==> src/rtl/blv_defs.svh <==
`ifndef BLV_DEFS_SVH
`define BLV_DEFS_SVH

// Decode window: one B8ZS substitution pattern plus the bit that completes it
`define BLV_WIN_DEPTH 8
`define BLV_WIN_LAST 7
`define BLV_CNT_W 16
`define BLV_CNT_ZERO 16'h0000
`define BLV_CNT_ONE 16'h0001
`define BLV_CNT_MAX 16'hFFFF
`define BLV_FIFO_WIDTH 1
`define BLV_FIFO_DEPTH 4

// Window positions, newest first, of the marks and zeros of a substitution pattern
`define BLV_B8_V2 0
`define BLV_B8_Z1 1
`define BLV_B8_B1 2
`define BLV_B8_V1 3
`define BLV_B8_Z2 4
`define BLV_B8_Z3 5
`define BLV_B8_Z4 6
`define BLV_H3_Z1 0
`define BLV_H3_Z2 1
`define BLV_H3_B 2

`endif

==> src/rtl/blv_pkg.sv <==
package blv_pkg;
   typedef enum logic [1:0] {
      CODE_AMI,
      CODE_HDB3,
      CODE_B8ZS
   } line_code_t;

   // One received bit on its way through the decode window
   typedef struct packed {
      logic vld;
      logic mark;
      logic neg;
      logic data;
      logic bpv;
   } slot_t;
endpackage

==> src/rtl/bipolar_line_violation_detector.sv <==
// Behaviour
// - A mark with the same polarity as a mark directly before it decodes as zero and is not a violation.
// - A same-polarity mark with at least one zero after the previous mark is a violation and is counted.
// - In B8ZS mode a violation directly after a recognised eight-bit substitution is not counted.
// - In HDB3 mode both four-bit substitutions are removed and a wrong choice between them is never counted.
// - On framed all ones only a violation after a zero framing bit is reported, as the consecutive-mark rule gives.
// - The line code is HDB3 or AMI for E1 and B8ZS or AMI for T1/J1, chosen by configuration.
// - Counted violations are held in a 16 bit counter that is latched and restarted each second.
`timescale 1ns/10ps
`include "blv_defs.svh"
module bipolar_line_violation_detector (
   input wire logic REF_CLK_IN,
   input wire logic RST_IN,
   input wire logic E1_MODE_IN,
   input wire logic ZERO_SUBST_IN,
   input wire logic RX_VALID_IN,
   input wire logic RX_POS_IN,
   input wire logic RX_NEG_IN,
   output logic RX_READY_OUT,
   output logic DATA_OUT,
   output logic DATA_VALID_OUT,
   input wire logic DATA_READY_IN,
   output logic BPV_PULSE_OUT,
   input wire logic SECOND_LATCH_IN,
   output logic [`BLV_CNT_W-1:0] VIOL_COUNT_OUT,
   output logic [`BLV_CNT_W-1:0] VIOL_LATCHED_OUT,
   output blv_pkg::line_code_t LINE_CODE_OUT
);
   import blv_pkg::*;

   typedef struct packed {
      slot_t [`BLV_WIN_LAST:0] win;
      logic seen_mark;
      logic last_neg;
      logic prev_mark;
      logic skip_next;
      logic bpv_pulse;
      logic [`BLV_CNT_W-1:0] count;
      logic [`BLV_CNT_W-1:0] latched;
      line_code_t code;
   } det_state_t;

   det_state_t s_reg;
   det_state_t s_next;
   slot_t cur;
   slot_t oldest;
   logic accept;
   logic same_pol;
   logic b8_hit;
   logic h3_hit;
   logic count_ev;
   logic fifo_ready;

   function automatic line_code_t code_of(input logic e1, input logic subst);
      if (!subst) begin
         return CODE_AMI;
      end
      return e1 ? CODE_HDB3 : CODE_B8ZS;
   endfunction

   function automatic logic [`BLV_CNT_W-1:0] sat_inc(input logic [`BLV_CNT_W-1:0] v);
      return (v == `BLV_CNT_MAX) ? v : v + `BLV_CNT_ONE;
   endfunction

   function automatic logic is_zero(input slot_t e);
      return e.vld && !e.mark;
   endfunction

   // Upstream clock recovery runs on this clock, so the marks need no synchroniser
   assign accept = RX_VALID_IN && fifo_ready;
   assign oldest = s_reg.win[`BLV_WIN_LAST];
   assign same_pol = s_reg.seen_mark && (RX_NEG_IN == s_reg.last_neg);

   always_comb begin
      cur = '0;
      cur.vld = 1'b1;
      // Both rails at once carry no polarity, so it is taken as a space
      cur.mark = RX_POS_IN ^ RX_NEG_IN;
      cur.neg = RX_NEG_IN;
      if (cur.mark) begin
         if (same_pol && s_reg.prev_mark) begin
            cur.data = 1'b0;
            cur.bpv = 1'b0;
         end else begin
            cur.data = 1'b1;
            cur.bpv = same_pol && !(s_reg.skip_next && s_reg.code == CODE_B8ZS);
         end
      end
   end

   // 000VB0VB ends on the incoming bit; both V marks were flagged on arrival
   assign b8_hit = (s_reg.code == CODE_B8ZS) && cur.mark && !cur.bpv
      && s_reg.win[`BLV_B8_V2].mark && s_reg.win[`BLV_B8_V2].bpv
      && (s_reg.win[`BLV_B8_V2].neg != cur.neg)
      && is_zero(s_reg.win[`BLV_B8_Z1])
      && s_reg.win[`BLV_B8_B1].mark && (s_reg.win[`BLV_B8_B1].neg == s_reg.win[`BLV_B8_V2].neg)
      && s_reg.win[`BLV_B8_V1].mark && s_reg.win[`BLV_B8_V1].bpv && (s_reg.win[`BLV_B8_V1].neg == cur.neg)
      && is_zero(s_reg.win[`BLV_B8_Z2]) && is_zero(s_reg.win[`BLV_B8_Z3]) && is_zero(s_reg.win[`BLV_B8_Z4]);

   // 000V or B00V; whether B was due is not checked, so a wrong choice goes uncounted
   assign h3_hit = (s_reg.code == CODE_HDB3) && cur.bpv
      && is_zero(s_reg.win[`BLV_H3_Z1]) && is_zero(s_reg.win[`BLV_H3_Z2])
      && (is_zero(s_reg.win[`BLV_H3_B])
         || (s_reg.win[`BLV_H3_B].mark && s_reg.win[`BLV_H3_B].neg == cur.neg));

   assign count_ev = accept && oldest.vld && oldest.bpv;

   always_comb begin
      s_next = s_reg;
      s_next.code = code_of(E1_MODE_IN, ZERO_SUBST_IN);
      s_next.bpv_pulse = count_ev;
      if (accept) begin
         for (int i = `BLV_WIN_LAST; i > 0; i--) begin
            s_next.win[i] = s_reg.win[i-1];
         end
         s_next.win[0] = cur;
         if (b8_hit) begin
            s_next.win[0].data = 1'b0;
            s_next.win[`BLV_B8_V2+1].data = 1'b0;
            s_next.win[`BLV_B8_V2+1].bpv = 1'b0;
            s_next.win[`BLV_B8_B1+1].data = 1'b0;
            s_next.win[`BLV_B8_V1+1].data = 1'b0;
            s_next.win[`BLV_B8_V1+1].bpv = 1'b0;
         end
         if (h3_hit) begin
            s_next.win[0].data = 1'b0;
            s_next.win[0].bpv = 1'b0;
            s_next.win[`BLV_H3_B+1].data = 1'b0;
         end
         if (cur.mark) begin
            s_next.skip_next = b8_hit;
            s_next.seen_mark = 1'b1;
            s_next.last_neg = cur.neg;
         end
         s_next.prev_mark = cur.mark;
      end
      // A violation in the latch cycle starts the new second
      if (SECOND_LATCH_IN) begin
         s_next.latched = s_reg.count;
         s_next.count = count_ev ? `BLV_CNT_ONE : `BLV_CNT_ZERO;
      end else if (count_ev) begin
         s_next.count = sat_inc(s_reg.count);
      end
   end

   always_ff @(posedge REF_CLK_IN) begin
      if (RST_IN) begin
         s_reg <= '0;
      end else begin
         s_reg <= s_next;
      end
   end

   // Back-pressure: when the buffer fills the line side sees ready drop
   blv_fifo #(
      .WIDTH(`BLV_FIFO_WIDTH),
      .DEPTH(`BLV_FIFO_DEPTH)
   ) u_fifo (
      .clk_in(REF_CLK_IN),
      .rst_in(RST_IN),
      .in_valid_in(accept && oldest.vld),
      .in_data_in(oldest.data),
      .in_ready_out(fifo_ready),
      .out_valid_out(DATA_VALID_OUT),
      .out_data_out(DATA_OUT),
      .out_ready_in(DATA_READY_IN)
   );

   assign RX_READY_OUT = fifo_ready;
   assign BPV_PULSE_OUT = s_reg.bpv_pulse;
   assign VIOL_COUNT_OUT = s_reg.count;
   assign VIOL_LATCHED_OUT = s_reg.latched;
   assign LINE_CODE_OUT = s_reg.code;
endmodule

==> src/rtl/blv_fifo.sv <==
`timescale 1ns/10ps
`include "blv_defs.svh"
module blv_fifo #(
   parameter int WIDTH = `BLV_FIFO_WIDTH,
   parameter int DEPTH = `BLV_FIFO_DEPTH
) (
   input wire logic clk_in,
   input wire logic rst_in,
   input wire logic in_valid_in,
   input wire logic [WIDTH-1:0] in_data_in,
   output logic in_ready_out,
   output logic out_valid_out,
   output logic [WIDTH-1:0] out_data_out,
   input wire logic out_ready_in
);
   localparam int CW = $clog2(DEPTH + 1);
   localparam logic [CW-1:0] FULL_CNT = CW'(DEPTH);
   localparam logic [CW-1:0] ONE_CNT = CW'(1);

   // Shift structure: slot 0 is always the head, so read data is a register
   typedef struct packed {
      logic [DEPTH-1:0][WIDTH-1:0] dat;
      logic [CW-1:0] count;
      logic head_vld;
      logic rdy;
   } fifo_state_t;

   fifo_state_t s_reg;
   fifo_state_t s_next;
   logic push;
   logic pop;
   logic [CW-1:0] base;

   assign push = in_valid_in && s_reg.rdy;
   assign pop = out_ready_in && s_reg.head_vld;

   always_comb begin
      s_next = s_reg;
      base = s_reg.count;
      if (pop) begin
         for (int i = 0; i < DEPTH - 1; i++) begin
            s_next.dat[i] = s_reg.dat[i+1];
         end
         base = s_reg.count - ONE_CNT;
      end
      if (push) begin
         s_next.dat[base] = in_data_in;
      end
      s_next.count = push ? base + ONE_CNT : base;
      s_next.head_vld = (s_next.count != '0);
      s_next.rdy = (s_next.count != FULL_CNT);
   end

   always_ff @(posedge clk_in) begin
      if (rst_in) begin
         s_reg <= '0;
         s_reg.rdy <= 1'b1;
      end else begin
         s_reg <= s_next;
      end
   end

   assign in_ready_out = s_reg.rdy;
   assign out_valid_out = s_reg.head_vld;
   assign out_data_out = s_reg.dat[0];
endmodule

==> config.mk <==
export PLATFORM = sky130hd
export DESIGN_NAME = bipolar_line_violation_detector
export DESIGN_NICKNAME = d
export VERILOG_FILES = /design/src/rtl/blv_pkg.sv /design/src/rtl/bipolar_line_violation_detector.sv /design/src/rtl/blv_fifo.sv
export VERILOG_INCLUDE_DIRS = /design/src /design/src/rtl
export SDC_FILE = /design/constraint.sdc
export NUM_CORES = 1
export LEC_CHECK = 0
export BUFFER_PORTS_ARGS = -buffer_cell sky130_fd_sc_hd__buf_2
export CAP_MARGIN = 15
export CORE_ASPECT_RATIO = 2
export CORE_UTILIZATION = 50
export CTS_BUF_LIST = sky130_fd_sc_hd__clkbuf_8
export DETAILED_ROUTE_END_ITERATION = 12
export PLACE_DENSITY = 0.76
export SYNTH_ARGS = -nofsm -noshare
export SYNTH_HDL_FRONTEND = slang
export SYNTH_SLANG_ARGS = --single-unit
==> constraint.sdc <==
create_clock -name REF_CLK_IN -period 1.9 [get_ports REF_CLK_IN]
set_input_delay 0.38 -clock REF_CLK_IN [delete_from_list [all_inputs] [get_ports REF_CLK_IN]]
set_output_delay 0.38 -clock REF_CLK_IN [all_outputs]
set_load 0.005 [all_outputs]
==> reports/qor.yml <==
status: "completed"
netlist_instances: 449
cp_max_fo: 3
clk_pin_slew_ns: 0.08
area_growth_pct: 15.4
final_area_um2: 4370
maxCapViolCount: 0
period_minus_slack_ns: 1.84
p_int_mw: 2.72
synth.distinct_cells: 45
critical_path_class: "reg2reg"
ys.flop_type: "dfxtp_1"
post-dp-hpwl_um: 6120
dp_slack_ns: -0.0178
first_pass_iters: 4
synth-edff-count: 0
final_common_cell: "nand2_1"
post_cts_buffers: 0
setup_ws_ns: 0.0555
drcViolationCount: 0
max_freq_mhz: 542
h-tree-depth: 3
p_sw_share_pct: 26.8
setup_viol: 0
cts_tree: "yes"
whs_ns: 0.193
synth_top_area_share_pct: 43.3
cts_buffers: 9
coreArea_um2: 7270
power_leakage_nw: 1.75
regArea_um2: 1650
peakVddDrop_uv: 549
power_switching_uw: 993
wl_per_cell_um: 14.3
largest_reg_flops: 35
critPathSlowestCell: "dfxtp_2"
n_fill_cell: 686
overflow: 0
grt_pass1_vias: 3170
n_antenna_cell: 0
antenna_found_initial: 0
p_clk_share_pct: 33.8
hold_viol: 0
numPortBuffers: 46
grt_max_degree: 66
power.density_nw_per_um2: 849
die_area_um2: 7950
startpoint_type: "register"
end_kind: "register"
power.share.combinational_pct: 16.9
critPathMostFrequentCell: "ha_4"
layout.nets: 502
syn-num-nets: 465
path_cells: "inv_2 > ha_4 > and3_4 > nor2_4 > ha_4 > ha_4 > and2_4 > a211oi_4 > o21bai_1"
clock_sinks: 82
final_cell_mix: "nand2_1 (82), dfxtp_1 (79), buf_2 (46), a21oi_1 (43), buf_4 (37)"
ys_ff_latch: 82
slew-limit-headroom_pct: 65.0
fin_crit_sh_pct: 97.1
clockBufferDepth: 2
track_usage_pct: 22.1
multiInputGateArea_um2: 1850
finalWirelength_um: 8320
hp-class: "in2reg"
yosys.area.top_type: "dfxtp_1"
tightest_slew_ns: 0.524
ctsHoldBuffers: 0
cts_root_buf: "clkbuf_8"
clk_latency_ns: 0.35
die_y_um: 125
ant_nets: 0
routed-via-count: 3241
seqPwrFrac_pct: 49.3
initial_core_util_pct: 52.1
async_reset_ff_share_pct: 0
fp.dieW_um: 63.6
fp-row-count: 44
skew_ns: 0.00623
drive_gt1_share_pct: 23.6
required_ns: 2.18
ys_seq_area_share_pct: 43.3
ios: 47
grt_pass1_wl_um: 13900
drt-initial-drc-count: 156
syn_area_per_cell_um2: 8.44
placed_area_um2: 4110
drv_slew: 0
avgViaCountPerCell: 5.56
yosys_warnings: 0
synthesis.area_um2: 3790
crit_arrival_ns: 2.13
critPathMaxStageDelay_ns: 0.34
gp_congestion: 0.880
ys_top_cells_by_area: "dfxtp_1 (43%), nand2_1 (8.1%), buf_4 (6.7%), mux2i_1 (6.1%), a21oi_1 (5.7%)"
-- what timing repair did --
action	in CTS	in global routing
pin swaps	1	4
resized for setup	0	13
endpoints found under the setup margin	1	2
-- final cells by class --
class / instances / area share (%)
inverters: 10 / 0.859
repair buffers: 84 / 12.1
flip-flops and latches: 82 / 37.6
clock inverters: 5 / 1.06
well taps: 92 / 2.63
multi-input cells: 299 / 42.3
clock buffers: 11 / 3.46
-- cells in the mapped netlist, types with 2 or more instances --
| library cell | instances |
|---|---|
| a41o_1 | 2 |
| ha_1 | 7 |
| buf_2 | 3 |
| nor3b_1 | 3 |
| clkbuf_1 | 15 |
| a311o_1 | 3 |
| or4_1 | 8 |
| or3_1 | 4 |
| mux2i_1 | 23 |
| nand3_1 | 12 |
| buf_1 | 6 |
| nor2_1 | 30 |
| a21oi_1 | 43 |
| nor2b_1 | 4 |
| nand4b_1 | 2 |
| nand4_1 | 5 |
| buf_4 | 34 |
| o21ai_0 | 15 |
| dfxtp_1 | 82 |
| nor4_1 | 4 |
| and3_1 | 5 |
| nor4bb_1 | 3 |
| xor2_1 | 2 |
| and4_1 | 3 |
| nand2_1 | 82 |
| o31ai_1 | 7 |
| inv_1 | 10 |
| o211ai_1 | 7 |
| a31oi_1 | 3 |
| a211oi_1 | 3 |
| xnor2_1 | 5 |
-- worst paths after layout --
kind                   start                   end  slack, ns  cells after the start
max reg2reg  u_fifo.s_reg[2]  u_fifo.out_valid_out       0.06                      9
min               E1_MODE_IN      LINE_CODE_OUT[1]       0.19                      2
max          u_fifo.s_reg[2]  u_fifo.out_valid_out       0.06                      9
min reg2reg        s_reg[49]             s_reg[54]       0.45                      2
-- cells by family (layout without fill, tap and decap cells) --
kind of cell | count (synthesis) | after routing | share of synthesized area [%]
AND/OR/NAND/NOR | 174 | 174 | 22.4
AO/OA/AOI/OAI | 88 | 88 | 14.1
flip-flops | 82 | 82 | 43.3
buffers and inverters | 68 | 110 | 10.2
multiplexers | 23 | 23 | 6.08
adder cells (fa/ha/maj) | 7 | 7 | 2.31
XOR/XNOR | 7 | 7 | 1.62
-- metal layers --
| layer | vias to the layer above | GRT usage (%) | part of all wire, % |
|---|---|---|---|
| met3 | 23 | 5.29 | 3.6 |
| met4 | 0 | 12.0 | 4.0 |
| met1 | 1544 | 20.8 | 35 |
| met2 | 72 | 42.0 | 57 |
| li1 | 1602 | - | - |
| met5 | - | 0 | 0 |
-- power by group through the flow --
stage	Sequential, mW	Clock, mW	Combinational [mW]
global route	1.83	1.35	0.704
CTS	1.82	1.29	0.568
detailed placement	1.86	0	0.565
global placement	1.86	0	0.546
floorplan	1.86	0	0.360
finish	1.83	1.25	0.627
-- worst max-delay path: cells and delay by family (launching register included) --
family	cells	cell delay (ns)
and+or+nand+nor	3	0.38
AOI/OAI and AO/OA	2	0.37
DFF	1	0.34
adders and majority gates	3	0.64
buffers and inverters	1	0.04
-- through the flow --
| stage | std cells | power, mW | TNS (ns) | utilization [%] |
|---|---|---|---|---|
| finish | 583 | 3.71 | 0 | 60.1 |
| global route | 583 | 3.89 | -0.0231 | 60.1 |
| CTS | 583 | 3.68 | 0 | 59.3 |
| detailed placement | 567 | 2.43 | -0.0178 | 56.6 |
| global placement | 567 | 2.41 | 0 | 56.6 |
| floorplan | 449 | 2.22 | -0.00836 | - |
No activity file was read; power rests on OpenSTA's default activity.
